--- src/bsw_pkg.sv ---
////////////////////////////////////////////////////////////////////////////////
// Purpose : shared constants for the secondary status and window registers
// Assumes : 32-bit AXI4-Lite data, 12-bit byte address
// Notes   : registers decode on address bits 11:2
////////////////////////////////////////////////////////////////////////////////
package bsw_pkg;

    localparam int AXI_AW = 12;

    // register byte addresses
    localparam logic [11:0] ADDR_SEC_STATUS_IO = 12'h01C;
    localparam logic [11:0] ADDR_MEM_WINDOW    = 12'h020;
    localparam logic [11:0] ADDR_INT_STATUS    = 12'h040;
    localparam logic [11:0] ADDR_INT_MASK      = 12'h044;

    // field positions
    localparam int SIG_TA_BIT    = 27;
    localparam int MDP_BIT       = 24;
    localparam int IO_CEIL_LSB   = 12;
    localparam int IO_FLOOR_LSB  = 4;
    localparam int MEM_CEIL_LSB  = 20;
    localparam int MEM_FLOOR_LSB = 4;
    localparam int W1C_BYTE      = 3;

    // fixed read values
    localparam logic [1:0]  DEVSEL_MEDIUM  = 2'h1;
    localparam logic        FBB_CAPABLE    = 1'b1;
    localparam logic        M66_CAPABLE    = 1'b1;
    localparam logic [3:0]  IO_ADDR_CAP_32 = 4'h1;

    // reset values
    localparam logic [3:0]  IO_FIELD_RST  = 4'h0;
    localparam logic [11:0] MEM_FIELD_RST = 12'h000;
    localparam logic [1:0]  MASK_RST      = 2'h0;

    // low address bits implied by the window fields
    localparam logic [11:0] IO_LOW_ONES   = 12'hFFF;
    localparam logic [11:0] IO_LOW_ZERO   = 12'h000;
    localparam logic [19:0] MEM_LOW_ONES  = 20'hFFFFF;
    localparam logic [19:0] MEM_LOW_ZERO  = 20'h00000;

    // event bit indices, shared by status and interrupt registers
    localparam int EV_TA      = 0;
    localparam int EV_MDP     = 1;
    localparam int NUM_EVENTS = 2;

    localparam logic [1:0] RESP_OKAY   = 2'h0;
    localparam logic [1:0] RESP_DECERR = 2'h3;

    typedef enum logic [1:0] {
        WR_IDLE,
        WR_GOT_ADDR,
        WR_GOT_DATA,
        WR_RESP
    } bsw_wr_e;

endpackage : bsw_pkg

--- src/bsw_sticky_bits.sv ---
////////////////////////////////////////////////////////////////////////////////
// Purpose : vector of sticky event bits
// Assumes : set and clear are one-cycle requests
// Notes   : a set in the clearing cycle wins
////////////////////////////////////////////////////////////////////////////////
`timescale 1ns/1ps
module bsw_sticky_bits
    import bsw_pkg::*;
#(
    parameter int N = 2
)
(
    input  wire logic         sys_clk,
    input  wire logic         resetn,
    input  wire logic [N-1:0] setBits,
    input  wire logic [N-1:0] clrBits,
    output logic      [N-1:0] bits
);

    typedef struct packed {
        logic [N-1:0] bits;
    } bsw_sticky_s;

    bsw_sticky_s state_r;
    bsw_sticky_s state_nxt;

    always_comb
    begin
        state_nxt      = state_r;
        state_nxt.bits = (state_r.bits & ~clrBits) | setBits;
    end

    always_ff @(posedge sys_clk)
    begin
        if (!resetn)
            state_r <= '0;
        else
            state_r <= state_nxt;
    end

    assign bits = state_r.bits;

endmodule : bsw_sticky_bits

--- src/bsw_range_match.sv ---
////////////////////////////////////////////////////////////////////////////////
// Purpose : inclusive window compare on an address segment
// Assumes : caller slices the segment and qualifies the lookup
// Notes   : answer is registered, one cycle after the lookup
////////////////////////////////////////////////////////////////////////////////
`timescale 1ns/1ps
module bsw_range_match
    import bsw_pkg::*;
#(
    parameter int W = 4
)
(
    input  wire logic         sys_clk,
    input  wire logic         resetn,
    input  wire logic         lookupValid,
    input  wire logic [W-1:0] lookupSeg,
    input  wire logic [W-1:0] floorSeg,
    input  wire logic [W-1:0] ceilSeg,
    output logic              hit
);

    typedef struct packed {
        logic hit;
    } bsw_match_s;

    bsw_match_s state_r;
    bsw_match_s state_nxt;

    // an inverted window can never satisfy both compares
    always_comb
    begin
        state_nxt     = state_r;
        state_nxt.hit = lookupValid && (lookupSeg >= floorSeg) && (lookupSeg <= ceilSeg);
    end

    always_ff @(posedge sys_clk)
    begin
        if (!resetn)
            state_r <= '0;
        else
            state_r <= state_nxt;
    end

    assign hit = state_r.hit;

endmodule : bsw_range_match

--- src/bsw_regs.sv ---
////////////////////////////////////////////////////////////////////////////////
// Purpose : secondary status, I/O window and memory window registers of a bridge
// Assumes : AXI4-Lite slave, one clock, synchronous active-low reset
// Notes   : window lookups answer one cycle later; irq lags status by one cycle
// Notes on behaviour
// - target-abort signalled on secondary bus sets bit 27; write one clears it
// - device-select timing bits 26:25 always read medium speed, writes ignored
// - uncorrectable secondary data error sets bit 24; write one clears it
// - fast back-to-back capable bit 23 always reads one
// - 66 MHz capable bit 21 always reads one
// - I/O ceiling gives address bits 15:12, low twelve bits all ones
// - I/O floor gives address bits 15:12, low twelve bits zero
// - I/O transactions inside the I/O window are forwarded
// - both I/O addressing capability fields read 1, meaning 32-bit I/O
// - memory ceiling gives address bits 31:20, low twenty bits all ones, resets zero
// - memory floor gives address bits 31:20, low twenty bits zero, resets zero
// - memory transactions inside the memory window are forwarded
////////////////////////////////////////////////////////////////////////////////
`timescale 1ns/1ps
module bsw_regs
    import bsw_pkg::*;
(
    input  wire logic              sys_clk,
    input  wire logic              resetn,
    // AXI4-Lite write address
    input  wire logic [AXI_AW-1:0] s_axi_awaddr,
    input  wire logic              s_axi_awvalid,
    output logic                   s_axi_awready,
    // AXI4-Lite write data
    input  wire logic [31:0]       s_axi_wdata,
    input  wire logic [3:0]        s_axi_wstrb,
    input  wire logic              s_axi_wvalid,
    output logic                   s_axi_wready,
    // AXI4-Lite write response
    output logic [1:0]             s_axi_bresp,
    output logic                   s_axi_bvalid,
    input  wire logic              s_axi_bready,
    // AXI4-Lite read address
    input  wire logic [AXI_AW-1:0] s_axi_araddr,
    input  wire logic              s_axi_arvalid,
    output logic                   s_axi_arready,
    // AXI4-Lite read data
    output logic [31:0]            s_axi_rdata,
    output logic [1:0]             s_axi_rresp,
    output logic                   s_axi_rvalid,
    input  wire logic              s_axi_rready,
    // secondary bus events
    input  wire logic              targetAbortSignaled,
    input  wire logic              masterDataParityErrorEvent,
    // I/O window lookup
    input  wire logic              ioLookupValid,
    input  wire logic [31:0]       ioLookupAddr,
    output logic                   ioForward,
    // memory window lookup
    input  wire logic              memLookupValid,
    input  wire logic [31:0]       memLookupAddr,
    output logic                   memForward,
    // decoded window bounds
    output logic [31:0]            ioWindowFloorAddr,
    output logic [31:0]            ioWindowCeilingAddr,
    output logic [31:0]            memWindowFloorAddr,
    output logic [31:0]            memWindowCeilingAddr,
    output logic                   irq
);

    ////////////////////////////////////////////////////////////////////////////
    // state

    typedef struct packed {
        bsw_wr_e     wrState;
        logic [11:0] awAddr;
        logic [31:0] wData;
        logic [3:0]  wStrb;
        logic [1:0]  bResp;
        logic        rValid;
        logic [31:0] rData;
        logic [1:0]  rResp;
        logic [3:0]  ioWindowCeiling;
        logic [3:0]  ioWindowFloor;
        logic [11:0] memoryWindowCeiling;
        logic [11:0] memoryWindowFloor;
        logic [1:0]  irqMask;
        logic        irq;
    } bsw_regs_s;

    bsw_regs_s state_r;
    bsw_regs_s state_nxt;

    logic                  awFire;
    logic                  wFire;
    logic                  arFire;
    logic [NUM_EVENTS-1:0] eventBits;
    logic [NUM_EVENTS-1:0] statusBits;
    logic [NUM_EVENTS-1:0] intStatus;
    logic [NUM_EVENTS-1:0] w1cBits;
    logic [NUM_EVENTS-1:0] readClr;
    logic [31:0]           secStatusWord;
    logic [31:0]           memWindowWord;
    logic                  ioLookupQual;

    ////////////////////////////////////////////////////////////////////////////
    // helpers

    function automatic logic [31:0] applyStrb(
        input logic [31:0] oldWord,
        input logic [31:0] newWord,
        input logic [3:0]  strb
    );
        logic [31:0] merged;
        merged = oldWord;
        for (int b = 0; b < 4; b++)
        begin
            if (strb[b])
                merged[b*8 +: 8] = newWord[b*8 +: 8];
        end
        return merged;
    endfunction : applyStrb

    function automatic logic sameReg(
        input logic [11:0] a,
        input logic [11:0] b
    );
        return a[11:2] == b[11:2];
    endfunction : sameReg

    ////////////////////////////////////////////////////////////////////////////
    // register images

    // bits 31:28 belong to status outside this block and read zero here
    assign secStatusWord = {
        4'h0,
        statusBits[EV_TA],
        DEVSEL_MEDIUM,
        statusBits[EV_MDP],
        FBB_CAPABLE,
        1'b0,
        M66_CAPABLE,
        5'h00,
        state_r.ioWindowCeiling,
        IO_ADDR_CAP_32,
        state_r.ioWindowFloor,
        IO_ADDR_CAP_32
    };

    assign memWindowWord = {
        state_r.memoryWindowCeiling,
        4'h0,
        state_r.memoryWindowFloor,
        4'h0
    };

    ////////////////////////////////////////////////////////////////////////////
    // bus handshakes

    assign s_axi_awready = (state_r.wrState == WR_IDLE) || (state_r.wrState == WR_GOT_DATA);
    assign s_axi_wready  = (state_r.wrState == WR_IDLE) || (state_r.wrState == WR_GOT_ADDR);
    assign s_axi_bvalid  = (state_r.wrState == WR_RESP);
    assign s_axi_bresp   = state_r.bResp;
    assign s_axi_arready = !state_r.rValid;
    assign s_axi_rvalid  = state_r.rValid;
    assign s_axi_rdata   = state_r.rData;
    assign s_axi_rresp   = state_r.rResp;

    assign awFire = s_axi_awvalid && s_axi_awready;
    assign wFire  = s_axi_wvalid && s_axi_wready;
    assign arFire = s_axi_arvalid && s_axi_arready;

    ////////////////////////////////////////////////////////////////////////////
    // next state

    always_comb
    begin
        logic [11:0] effAddr;
        logic [31:0] effData;
        logic [3:0]  effStrb;
        logic [31:0] word;
        logic        doWrite;

        state_nxt = state_r;
        w1cBits   = '0;
        readClr   = '0;
        effAddr   = awFire ? s_axi_awaddr : state_r.awAddr;
        effData   = wFire ? s_axi_wdata : state_r.wData;
        effStrb   = wFire ? s_axi_wstrb : state_r.wStrb;
        word      = 32'h0000_0000;
        doWrite   = 1'b0;

        state_nxt.awAddr = effAddr;
        state_nxt.wData  = effData;
        state_nxt.wStrb  = effStrb;

        // address and data may arrive in either order
        case (state_r.wrState)
            WR_IDLE:
            begin
                if (awFire && wFire)
                    doWrite = 1'b1;
                else if (awFire)
                    state_nxt.wrState = WR_GOT_ADDR;
                else if (wFire)
                    state_nxt.wrState = WR_GOT_DATA;
            end
            WR_GOT_ADDR:
            begin
                if (wFire)
                    doWrite = 1'b1;
            end
            WR_GOT_DATA:
            begin
                if (awFire)
                    doWrite = 1'b1;
            end
            WR_RESP:
            begin
                if (s_axi_bready)
                    state_nxt.wrState = WR_IDLE;
            end
            default:
            begin
                state_nxt.wrState = WR_IDLE;
            end
        endcase

        if (doWrite)
        begin
            state_nxt.wrState = WR_RESP;
            state_nxt.bResp   = RESP_OKAY;
            if (sameReg(effAddr, ADDR_SEC_STATUS_IO))
            begin
                word = applyStrb(secStatusWord, effData, effStrb);
                state_nxt.ioWindowCeiling = word[IO_CEIL_LSB +: 4];
                state_nxt.ioWindowFloor   = word[IO_FLOOR_LSB +: 4];
                // read-only fields come back from constants, so writes vanish
                w1cBits[EV_TA]  = effStrb[W1C_BYTE] && effData[SIG_TA_BIT];
                w1cBits[EV_MDP] = effStrb[W1C_BYTE] && effData[MDP_BIT];
            end
            else if (sameReg(effAddr, ADDR_MEM_WINDOW))
            begin
                word = applyStrb(memWindowWord, effData, effStrb);
                state_nxt.memoryWindowCeiling = word[MEM_CEIL_LSB +: 12];
                state_nxt.memoryWindowFloor   = word[MEM_FLOOR_LSB +: 12];
            end
            else if (sameReg(effAddr, ADDR_INT_MASK))
            begin
                word = applyStrb({30'h0, state_r.irqMask}, effData, effStrb);
                state_nxt.irqMask = word[NUM_EVENTS-1:0];
            end
            else if (sameReg(effAddr, ADDR_INT_STATUS))
            begin
                // status clears only by reading; a write is accepted and dropped
            end
            else
            begin
                state_nxt.bResp = RESP_DECERR;
            end
        end

        // read channel: one outstanding read, data held until rready
        if (state_r.rValid && s_axi_rready)
            state_nxt.rValid = 1'b0;

        if (arFire)
        begin
            state_nxt.rValid = 1'b1;
            state_nxt.rResp  = RESP_OKAY;
            if (sameReg(s_axi_araddr, ADDR_SEC_STATUS_IO))
                state_nxt.rData = secStatusWord;
            else if (sameReg(s_axi_araddr, ADDR_MEM_WINDOW))
                state_nxt.rData = memWindowWord;
            else if (sameReg(s_axi_araddr, ADDR_INT_MASK))
                state_nxt.rData = {30'h0, state_r.irqMask};
            else if (sameReg(s_axi_araddr, ADDR_INT_STATUS))
            begin
                state_nxt.rData = {30'h0, intStatus};
                // only the bits returned are cleared; a fresh event still lands
                readClr = intStatus;
            end
            else
            begin
                state_nxt.rData = 32'h0000_0000;
                state_nxt.rResp = RESP_DECERR;
            end
        end

        state_nxt.irq = |(intStatus & state_r.irqMask);
    end

    always_ff @(posedge sys_clk)
    begin
        if (!resetn)
        begin
            state_r                     <= '0;
            state_r.ioWindowCeiling     <= IO_FIELD_RST;
            state_r.ioWindowFloor       <= IO_FIELD_RST;
            state_r.memoryWindowCeiling <= MEM_FIELD_RST;
            state_r.memoryWindowFloor   <= MEM_FIELD_RST;
            state_r.irqMask             <= MASK_RST;
        end
        else
        begin
            state_r <= state_nxt;
        end
    end

    ////////////////////////////////////////////////////////////////////////////
    // event capture

    assign eventBits[EV_TA]  = targetAbortSignaled;
    assign eventBits[EV_MDP] = masterDataParityErrorEvent;

    // write-one-to-clear view seen in the status register
    bsw_sticky_bits #(
        .N       (NUM_EVENTS)
    ) u_status_bits (
        .sys_clk (sys_clk),
        .resetn  (resetn),
        .setBits (eventBits),
        .clrBits (w1cBits),
        .bits    (statusBits)
    );

    // read-to-clear view that drives the interrupt
    bsw_sticky_bits #(
        .N       (NUM_EVENTS)
    ) u_int_bits (
        .sys_clk (sys_clk),
        .resetn  (resetn),
        .setBits (eventBits),
        .clrBits (readClr),
        .bits    (intStatus)
    );

    assign irq = state_r.irq;

    ////////////////////////////////////////////////////////////////////////////
    // window decode

    // upper I/O address half is taken as zero, so only 16-bit I/O hits
    assign ioLookupQual = ioLookupValid && (ioLookupAddr[31:16] == 16'h0000);

    bsw_range_match #(
        .W           (4)
    ) u_io_match (
        .sys_clk     (sys_clk),
        .resetn      (resetn),
        .lookupValid (ioLookupQual),
        .lookupSeg   (ioLookupAddr[15:12]),
        .floorSeg    (state_r.ioWindowFloor),
        .ceilSeg     (state_r.ioWindowCeiling),
        .hit         (ioForward)
    );

    bsw_range_match #(
        .W           (12)
    ) u_mem_match (
        .sys_clk     (sys_clk),
        .resetn      (resetn),
        .lookupValid (memLookupValid),
        .lookupSeg   (memLookupAddr[31:20]),
        .floorSeg    (state_r.memoryWindowFloor),
        .ceilSeg     (state_r.memoryWindowCeiling),
        .hit         (memForward)
    );

    assign ioWindowFloorAddr    = {16'h0000, state_r.ioWindowFloor, IO_LOW_ZERO};
    assign ioWindowCeilingAddr  = {16'h0000, state_r.ioWindowCeiling, IO_LOW_ONES};
    assign memWindowFloorAddr   = {state_r.memoryWindowFloor, MEM_LOW_ZERO};
    assign memWindowCeilingAddr = {state_r.memoryWindowCeiling, MEM_LOW_ONES};

endmodule : bsw_regs

--- config.mk ---
export PLATFORM = sky130hd
export DESIGN_NAME = bsw_regs
export DESIGN_NICKNAME = d
export VERILOG_FILES = /design/src/bsw_pkg.sv /design/src/bsw_sticky_bits.sv /design/src/bsw_range_match.sv /design/src/bsw_regs.sv
export SDC_FILE = /design/constraint.sdc
export NUM_CORES = 1
export LEC_CHECK = 0
export ABC_AREA = 1
export BUFFER_PORTS_ARGS = -buffer_cell sky130_fd_sc_hd__buf_2
export CORE_ASPECT_RATIO = 2
export CORE_MARGIN = 2
export CORE_UTILIZATION = 40
export CTS_BUF_LIST = sky130_fd_sc_hd__clkbuf_4 sky130_fd_sc_hd__clkbuf_8 sky130_fd_sc_hd__clkbuf_16
export DETAILED_ROUTE_END_ITERATION = 6
export GPL_ROUTABILITY_DRIVEN = 1
export HOLD_SLACK_MARGIN = 0.03
export PLACE_DENSITY = 0.69
export SLEW_MARGIN = 20
export SYNTH_ARGS = -nofsm -noshare
export SYNTH_HDL_FRONTEND = slang
export SYNTH_SLANG_ARGS = --single-unit
--- constraint.sdc ---
create_clock -name sys_clk -period 2.7 [get_ports sys_clk]
set_input_delay 0.405 -clock sys_clk [delete_from_list [all_inputs] [get_ports sys_clk]]
set_output_delay 0.405 -clock sys_clk [all_outputs]
set_load 0.02 [all_outputs]
==> PnR_summary.wiki, run 1 <==
{| class="wikitable"
! Metric !! Value
|-
| Outcome || complete, no violations
|-
| Number of H-tree levels || 3
|-
| Fin. max-slew vios || 0
|-
| Die Ht || 190 µm
|-
| Most frequent cells in the layout || sky130_fd_sc_hd__nand2_1, sky130_fd_sc_hd__buf_2, sky130_fd_sc_hd__nor2_1
|-
| Total length of routed wires || 17000 µm
|-
| Total Neg Setup Slack || 0 ns
|-
| Clock network latency to the later pin of the worst-skew pair || 0.36 ns
|-
| Largest voltage drop on the vdd net || 0.000531 V
|-
| Fraction of final layout cells sized beyond drive strength 1 || 21.8%
|-
| Number of DRC violations after detailed routing || 0
|-
| Mean routed wirelength per cell || 13.5 µm
|-
| Number of port buffers || 162
|-
| Library cells used by synthesis || 44
|-
| RSZ-0062 raised after global routing || no
|-
| Worst r2r src || state_r[120]
|-
| Total overflow reported by the global router || 0
|-
| TritonCTS clock tree || built
|-
| DIE AREA || 0.0183 mm²
|-
| Number of vias after detailed routing || 5706
|-
| Clock slew seen by the registers of the worst setup and hold paths || 0.07 ns
|-
| Most common cell after layout, fill and taps aside || sky130_fd_sc_hd__nand2_1
|-
| Setup CP Type || reg2reg
|-
| Cell-by-cell listing of the critical path || inv_1 -> ha_1 -> o21ai_2 -> buf_4 -> nand2_1 -> nand2_1 -> nand2_1 -> nor2_1 -> nand3_2 -> nor2_2 -> nand2_1 -> nand2_1 -> nor2_1
|-
| Initial standard-cell utilization of the core || 40.9%
|-
| Worst Setup End Kind || flop
|-
| Number of optimization iterations in the first detailed-route pass || 4
|-
| Rel. slew slack || 60.5%
|-
| Critical path startpoint category || flop
|-
| Dominant cell type by count on the critical path || sky130_fd_sc_hd__nand2_1
|-
| Cell count of the worst reg-to-reg path || 13
|-
| Width of the die || 96.8 µm
|-
| Placement Rows || 67
|-
| Worst Hold Class || in2reg
|-
| Worst r2r dst || ioWindowCeilingAddr[15]
|-
| Post-detail-place hpwl || 13700 µm
|-
| Highest fanout seen on the critical path || 8
|-
| Via count of the first global-routing pass || 5350
|-
| Slew at the pin with the worst max-slew slack || 0.591 ns
|-
| Max-capacitance violation count || 0
|-
| Capturing instance or port of the critical path || ioWindowCeilingAddr[15]
|-
| R2R setup slack || 0.25 ns
|-
| I/O pin total || 307
|-
| Reported leakage power || 3.75 nW
|-
| Total number of clock tree sinks || 112
|-
| Slowest cell on crit path || sky130_fd_sc_hd__dfxtp_1
|-
| Number of DRC markers after the initial detailed-route iteration || 210
|-
| Core Box Area || 0.0168 mm²
|-
| Achievable Freq || 408 MHz
|-
| Pin count of the biggest net entering global routing || 42
|-
| Initial antenna violation count || 0
|-
| Largest delay share family, worst path || simple AND/OR/NAND/NOR gates
|-
| Final Setup Violations || 0
|-
| Count of hold-fix buffers inserted at cts || 0
|-
| Area overhead of the layout relative to synthesis || 7.83%
|-
| Average size of a mapped cell || 7.26 µm²
|-
| Crit path largest cell delay || 0.39 ns
|-
| Nets || 1215
|-
| Data arrival time at the worst-slack endpoint || 2.70 ns
|-
| Register area share after synthesis || 32.6%
|-
| Wire length of the first global-routing pass || 26200 µm
|-
| Fin crit share || 90.9%
|-
| Worst setup path startpoint || state_r[120]
|-
| Levels on crit path || 13
|-
| RD Place Congestion || 0.846
|-
| Largest clock skew in the final design || 0.0164 ns
|-
| Required time of the critical path || 2.95 ns
|-
| Number of buffers added by the clock tree synthesis step || 9
|-
| Root buffer selected by CTS || sky130_fd_sc_hd__clkbuf_16
|-
| Crit path time final || 2.45 ns
|-
| Netlist Area Pre-Place || 0.00689 mm²
|-
| Post-Syn Instances || 948
|-
| CP Buf/Inv Count || 2
|-
| Fin util || 44.1%
|-
| Largest buffer count on any clock path || 2
|-
| Cell Pwr Density || 675 mW/mm²
|-
| Number of warnings reported in the yosys synthesis log || 0
|-
| Fin. Hold Viols || 0
|-
| Per-cell via count in the routed design || 4.54
|-
| Antenna-violating nets left || 0
|-
| Register bit count reported by yosys || 112
|-
| Tot GR Track Use || 18.1%
|}
how the worst min path moves through the flow:
stage | end | startpoint | cells after the start | slack, ns
6_report | u_mem_match.hit | memLookupValid | 3 | 0.31
5_1_grt | u_io_match.hit | ioLookupAddr[30] | 4 | 0.30
4_1_cts | u_mem_match.hit | memLookupValid | 3 | 0.30
3_5_place_dp | s_axi_rdata[1] | s_axi_rdata[1] | 2 | 0.45
3_3_place_gp | u_status_bits.bits[0] | u_status_bits.bits[0] | 2 | 0.45
2_1_floorplan | u_status_bits.bits[0] | u_status_bits.bits[0] | 2 | 0.44
power by group:
group          internal (W)  total (W)  switching, W
Sequential          0.00181    0.00187     0.0000593
Clock              0.000872    0.00150      0.000629
Combinational      0.000543    0.00164       0.00110
synth_stat cells:
cell type                     n  area [µm²]
sky130_fd_sc_hd__nor3_1       6        30.0
sky130_fd_sc_hd__clkinv_2     1        5.00
sky130_fd_sc_hd__inv_1       84         315
sky130_fd_sc_hd__o22ai_1      4        25.0
sky130_fd_sc_hd__nand2_4      1        11.3
sky130_fd_sc_hd__nand2_2      6        37.5
sky130_fd_sc_hd__a31oi_1      1        6.26
sky130_fd_sc_hd__o2111ai_1    1        8.76
sky130_fd_sc_hd__nand4_1     11        68.8
sky130_fd_sc_hd__nor2_8       1        20.0
sky130_fd_sc_hd__nor2_2       2        12.5
sky130_fd_sc_hd__nand3_4      1        17.5
sky130_fd_sc_hd__ha_1        36         450
sky130_fd_sc_hd__a21boi_0     1        7.51
sky130_fd_sc_hd__o21ai_4      1        16.3
sky130_fd_sc_hd__inv_2        3        11.3
sky130_fd_sc_hd__and2_4       1        8.76
sky130_fd_sc_hd__a21oi_1     46         230
sky130_fd_sc_hd__o21a_1       6        45.0
sky130_fd_sc_hd__clkbuf_1    13        48.8
sky130_fd_sc_hd__nor2_1     156         586
sky130_fd_sc_hd__nor2_4       3        33.8
sky130_fd_sc_hd__nand2_1    172         646
sky130_fd_sc_hd__o211ai_1     1        7.51
sky130_fd_sc_hd__buf_4      164        1230
sky130_fd_sc_hd__buf_2        6        30.0
sky130_fd_sc_hd__a22o_1       1        8.76
sky130_fd_sc_hd__or2_2        9        56.3
sky130_fd_sc_hd__conb_1       2        7.51
sky130_fd_sc_hd__dfxtp_1    112        2240
sky130_fd_sc_hd__a211oi_1     2        15.0
sky130_fd_sc_hd__buf_6        4        45.0
sky130_fd_sc_hd__nand3b_1     7        52.6
sky130_fd_sc_hd__o21ai_0     29         145
sky130_fd_sc_hd__nor4_1       3        18.8
sky130_fd_sc_hd__a21oi_4      1        16.3
sky130_fd_sc_hd__mux2i_1     18         180
sky130_fd_sc_hd__nor3_2       1        10.0
sky130_fd_sc_hd__a32oi_1      1        8.76
sky130_fd_sc_hd__nand3_2      4        40.0
sky130_fd_sc_hd__o21ai_1      7        35.0
sky130_fd_sc_hd__xnor2_1      1        8.76
sky130_fd_sc_hd__nand3_1     15        75.1
sky130_fd_sc_hd__buf_1        3        11.3
cell type report:
type / count / area, µm²
fill: 1728 / 9420
timing repair buffer: 174 / 913
sequential: 112 / 2240
inverter: 88 / 332
tap: 207 / 259
antenna: 1 / 2.50
clock buffer: 11 / 253
clock inverter: 5 / 86.3
multi-input combinational: 659 / 3340
state kept, by name, summed over array words and instances, names as in the netlist:
signal,count
s_axi_rresp,1
state_r,44
ioWindowFloorAddr,4
u_io_match.hit,1
s_axi_rdata,26
memWindowCeilingAddr,12
s_axi_bresp,1
memWindowFloorAddr,12
s_axi_rvalid,1
u_status_bits.bits,2
irq,1
u_mem_match.hit,1
ioWindowCeilingAddr,4
u_int_bits.bits,2
per-layer routing:
| metal | GRT usage [%] | vias up | part of all wire, % |
|---|---|---|---|
| li1 | - | 2914 | - |
| met1 | 18.1 | 2527 | 36 |
| met2 | 36.1 | 239 | 56 |
| met3 | 1.98 | 26 | 5.2 |
| met4 | 8.67 | 0 | 3.3 |
| met5 | 0 | - | 0 |
cell families (layout without fill, tap and decap cells):
logic type,count (synthesis),in the layout,synth area share [%]
and+or+nand+nor,399,399,25.0
buffers and inverters,278,278,24.7
DFF,112,112,32.6
AOI/OAI and AO/OA,102,103,8.36
adders and majority gates,36,36,6.54
muxes,18,18,2.62
other,2,103,0.109
xor gates and xnor gates,1,1,0.127
what timing repair did:
action / in CTS / in global routing
endpoints found under the setup margin: 0 / 14
setup buffers: 0 / 3
resized for setup: 0 / 2
worst register-to-register path, cell delays in order, from the launching register on:
cell and delay [ns]:
sky130_fd_sc_hd__dfxtp_1 0.39, sky130_fd_sc_hd__inv_1 0.08, sky130_fd_sc_hd__ha_1 0.30, sky130_fd_sc_hd__o21ai_2 0.37, sky130_fd_sc_hd__buf_4 0.19, sky130_fd_sc_hd__nand2_1 0.04, sky130_fd_sc_hd__nand2_1 0.09, sky130_fd_sc_hd__nand2_1 0.08
sky130_fd_sc_hd__nor2_1 0.14, sky130_fd_sc_hd__nand3_2 0.14, sky130_fd_sc_hd__nor2_2 0.32, sky130_fd_sc_hd__nand2_1 0.10, sky130_fd_sc_hd__nand2_1 0.07, sky130_fd_sc_hd__nor2_1 0.04
stage by stage:
step	hold WS (ns)	cell area, µm²	instances	power, W	worst slack [ns]
2_1_floorplan	0.440	7260	1048	0.00329	0.625
3_3_place_gp	0.451	7050	1236	0.00347	0.209
3_5_place_dp	0.454	7050	1236	0.00350	0.148
4_1_cts	0.296	7390	1252	0.00500	0.111
5_1_grt	0.302	7420	1256	0.00533	0.0417
6_report	0.306	7430	1257	0.00501	0.246
Note: power is estimated with default switching activity, not from simulation.
==> run 2: changes to the inputs <==
--- a/config.mk
+++ b/config.mk
@@ -7,14 +7,16 @@
 export LEC_CHECK = 0
 export ABC_AREA = 1
 export BUFFER_PORTS_ARGS = -buffer_cell sky130_fd_sc_hd__buf_2
+export CELL_PAD_IN_SITES_DETAIL_PLACEMENT = 1
+export CELL_PAD_IN_SITES_GLOBAL_PLACEMENT = 2
 export CORE_ASPECT_RATIO = 2
 export CORE_MARGIN = 2
-export CORE_UTILIZATION = 40
+export CORE_UTILIZATION = 25
 export CTS_BUF_LIST = sky130_fd_sc_hd__clkbuf_4 sky130_fd_sc_hd__clkbuf_8 sky130_fd_sc_hd__clkbuf_16
 export DETAILED_ROUTE_END_ITERATION = 6
 export GPL_ROUTABILITY_DRIVEN = 1
 export HOLD_SLACK_MARGIN = 0.03
-export PLACE_DENSITY = 0.69
+export PLACE_DENSITY = 0.8
 export SLEW_MARGIN = 20
 export SYNTH_ARGS = -nofsm -noshare
 export SYNTH_HDL_FRONTEND = slang
==> PnR_summary.wiki, run 2 (synthesized netlist as in run 1, its figures left out) <==
{| class="wikitable"
! Metric !! Value
|-
| Outcome || complete, no violations
|-
| Worst Setup Slack post-DPL || 0.179 ns (+0.0309 ns)
|-
| Count of hold-fix buffers inserted at cts || 0 (unchanged)
|-
| Fin. max-slew vios || 0 (unchanged)
|-
| TritonCTS clock tree || built
|-
| RSZ-0062 raised after global routing || no
|-
| Rel. slew slack || 60.7% (+0.19 points)
|-
| Most frequent cells in the layout || sky130_fd_sc_hd__nand2_1, sky130_fd_sc_hd__buf_2, sky130_fd_sc_hd__nor2_1
|-
| I/O pin total || 307 (unchanged)
|-
| Total area of sequential cells || 0.00224 mm² (unchanged)
|-
| Clock slew seen by the registers of the worst setup and hold paths || 0.07 ns (about the same)
|-
| Pin count of the biggest net entering global routing || 41 (-2.4%)
|-
| Wire length of the first global-routing pass || 29800 µm (+14%)
|-
| Per-cell via count in the routed design || 4.10 (-9.7%)
|-
| Achievable Freq || 420 MHz (+3.0%)
|-
| Initial antenna violation count || 4 (+4)
|-
| Dominant cell type by count on the critical path || sky130_fd_sc_hd__nand2_1
|-
| Worst Hold Class || in2reg
|-
| Fraction of final layout cells sized beyond drive strength 1 || 21.5% (-0.30 points)
|-
| Tot GR Track Use || 13.2% (-4.9 points)
|-
| Number of buffers added for setup after CTS || 0 (unchanged)
|-
| Slew at the pin with the worst max-slew slack || 0.589 ns (-0.00278 ns)
|-
| Root buffer selected by CTS || sky130_fd_sc_hd__clkbuf_16
|-
| Antenna-violating nets left || 0 (unchanged)
|-
| Area overhead of the layout relative to synthesis || 9.81%
|-
| Setup CP Type || reg2reg
|-
| RD Place Congestion || 0.797 (-5.9%)
|-
| Number of fill cells in the layout || 3500 (+100%)
|-
| Width of the die || 121 µm (+25%)
|-
| Final worst setup slack || 0.319 ns (+0.0725 ns)
|-
| Number of optimization iterations in the first detailed-route pass || 4 (unchanged)
|-
| Total length of routed wires || 19500 µm (+15%)
|-
| Via count of the first global-routing pass || 5659 (+5.8%)
|-
| Total Neg Setup Slack || 0 ns (unchanged)
|-
| Most common cell after layout, fill and taps aside || sky130_fd_sc_hd__nand2_1
|-
| CP Buf/Inv Count || 1 (-1)
|-
| Required time of the critical path || 2.95 ns (about the same)
|-
| DIE AREA || 0.0290 mm² (+58%)
|-
| Total overflow reported by the global router || 0 (unchanged)
|-
| Fin crit share || 88.2% (-2.7 points)
|-
| Post-detail-place hpwl || 15800 µm (+15%)
|-
| Number of vias after detailed routing || 5733 (+0.47%)
|-
| Highest fanout seen on the critical path || 8 (unchanged)
|-
| Crit path time final || 2.38 ns (-0.0725 ns)
|-
| Max-capacitance violation count || 0 (unchanged)
|-
| Cell-by-cell listing of the critical path || inv_1 -> ha_1 -> o21ai_2 -> nand2_1 -> nand2_1 -> nand2_1 -> nor2_4 -> nand3_2 -> nor2_2 -> nand2_1 -> nand2_1 -> nor2_1
|-
| Data arrival time at the worst-slack endpoint || 2.63 ns (-0.07 ns)
|-
| Fin. Hold Viols || 0 (unchanged)
|-
| Die Ht || 239 µm (+26%)
|-
| Reported leakage power || 3.73 nW (-0.58%)
|-
| Largest voltage drop on the vdd net || 0.000447 V (-16%)
|-
| Largest clock skew in the final design || 0.0115 ns (-0.00485 ns)
|-
| Core Box Area || 0.0273 mm² (+62%)
|-
| Nets || 1214 (-0.082%)
|-
| Cell Pwr Density || 657 mW/mm² (-2.8%)
|-
| Crit path largest cell delay || 0.39 ns (about the same)
|-
| Largest buffer count on any clock path || 2 (unchanged)
|-
| Number of gates resized after cts || 0 (unchanged)
|-
| Number of DRC violations after detailed routing || 0 (unchanged)
|-
| Placement Rows || 86 (+28%)
|-
| Critical path startpoint category || flop
|-
| Number of port buffers || 162 (unchanged)
|-
| Number of DRC markers after the initial detailed-route iteration || 254 (+21%)
|-
| Mean routed wirelength per cell || 14.0 µm (+3.4%)
|-
| Number of flip-flops in the largest register || 44 (unchanged)
|-
| Total number of clock tree sinks || 112 (unchanged)
|-
| Number of buffers added by the clock tree synthesis step || 9 (unchanged)
|-
| Register ranked first by flip-flop count || state_r
|-
| Clock network latency to the later pin of the worst-skew pair || 0.36 ns (about the same)
|-
| Worst Setup End Kind || flop
|-
| Final Setup Violations || 0 (unchanged)
|-
| Slowest cell on crit path || sky130_fd_sc_hd__dfxtp_1
|-
| Initial standard-cell utilization of the core || 25.2% (-16 points)
|-
| Combined area of the multi-input logic cells || 0.00334 mm² (unchanged)
|-
| Largest delay share family, worst path || simple AND/OR/NAND/NOR gates
|-
| Number of H-tree levels || 3 (unchanged)
|}
-- run 2: changes by cell type in the layout (fill, tap and decap cells not counted) --
| cell | delta |
|---|---|
| sky130_fd_sc_hd__buf_4 | -1 |
| sky130_fd_sc_hd__clkinv_4 | -2 |
| sky130_fd_sc_hd__clkbuf_4 | +1 |
| sky130_fd_sc_hd__clkbuf_8 | -2 |
-- run 2: final timing paths --
path,start,to,slack [ns],cells past startpoint
setup / recovery,state_r[120],ioWindowFloorAddr[14],0.32,12
hold / removal,memLookupValid,u_mem_match.hit,0.31,3
setup reg to reg,state_r[120],ioWindowFloorAddr[14],0.32,12
hold reg to reg,s_axi_rdata[26],s_axi_rdata[26],0.46,2
-- run 2: cell type report --
cell class,instances,share of cell area (%)
Antenna cell,1,0.0331
Clock buffer,10,3.08
Clock inverter,3,0.910
Inverter,88,4.38
Multi-Input combinational cell,659,44.1
Sequential cell,112,29.6
Tap cell,352,5.82
Timing Repair Buffer,173,12.0
-- run 2: metal layers --
layer	part of all wire [%]	GRT usage (%)	vias to the layer above
met5	0.20	0	-
met1	46	17.5	2645
li1	-	-	2910
met3	5.1	2.65	21
met4	1.1	3.13	6
met2	48	21.9	151
-- run 2: worst reg2reg max path, delay by kind of cell (launching register included) --
family,cells,cell delay [ns]
buffers and inverters,1,0.09
and+or+nand+nor,9,1.22
AOI/OAI and AO/OA,1,0.31
DFF,1,0.39
adders and majority gates,1,0.29
-- run 2: power breakdown --
group,internal (W),switching (W)
sequential,0.00181,0.0000651
combinational,0.000533,0.00112
clock,0.000814,0.000619
-- run 2: per-stage QoR --
| stage | power (W) | instance area (µm²) | hold WS, ns | util (%) | instances |
|---|---|---|---|---|---|
| after floorplan | 0.00329 | 7260 | 0.440 | - | 1048 |
| after global placement | 0.00349 | 7250 | 0.452 | 26.5 | 1383 |
| after detailed placement | 0.00356 | 7250 | 0.456 | 26.5 | 1383 |
| after CTS | 0.00501 | 7550 | 0.291 | 27.6 | 1396 |
| after global routing | 0.00530 | 7560 | 0.320 | 27.7 | 1397 |
| final | 0.00497 | 7560 | 0.309 | 27.7 | 1398 |
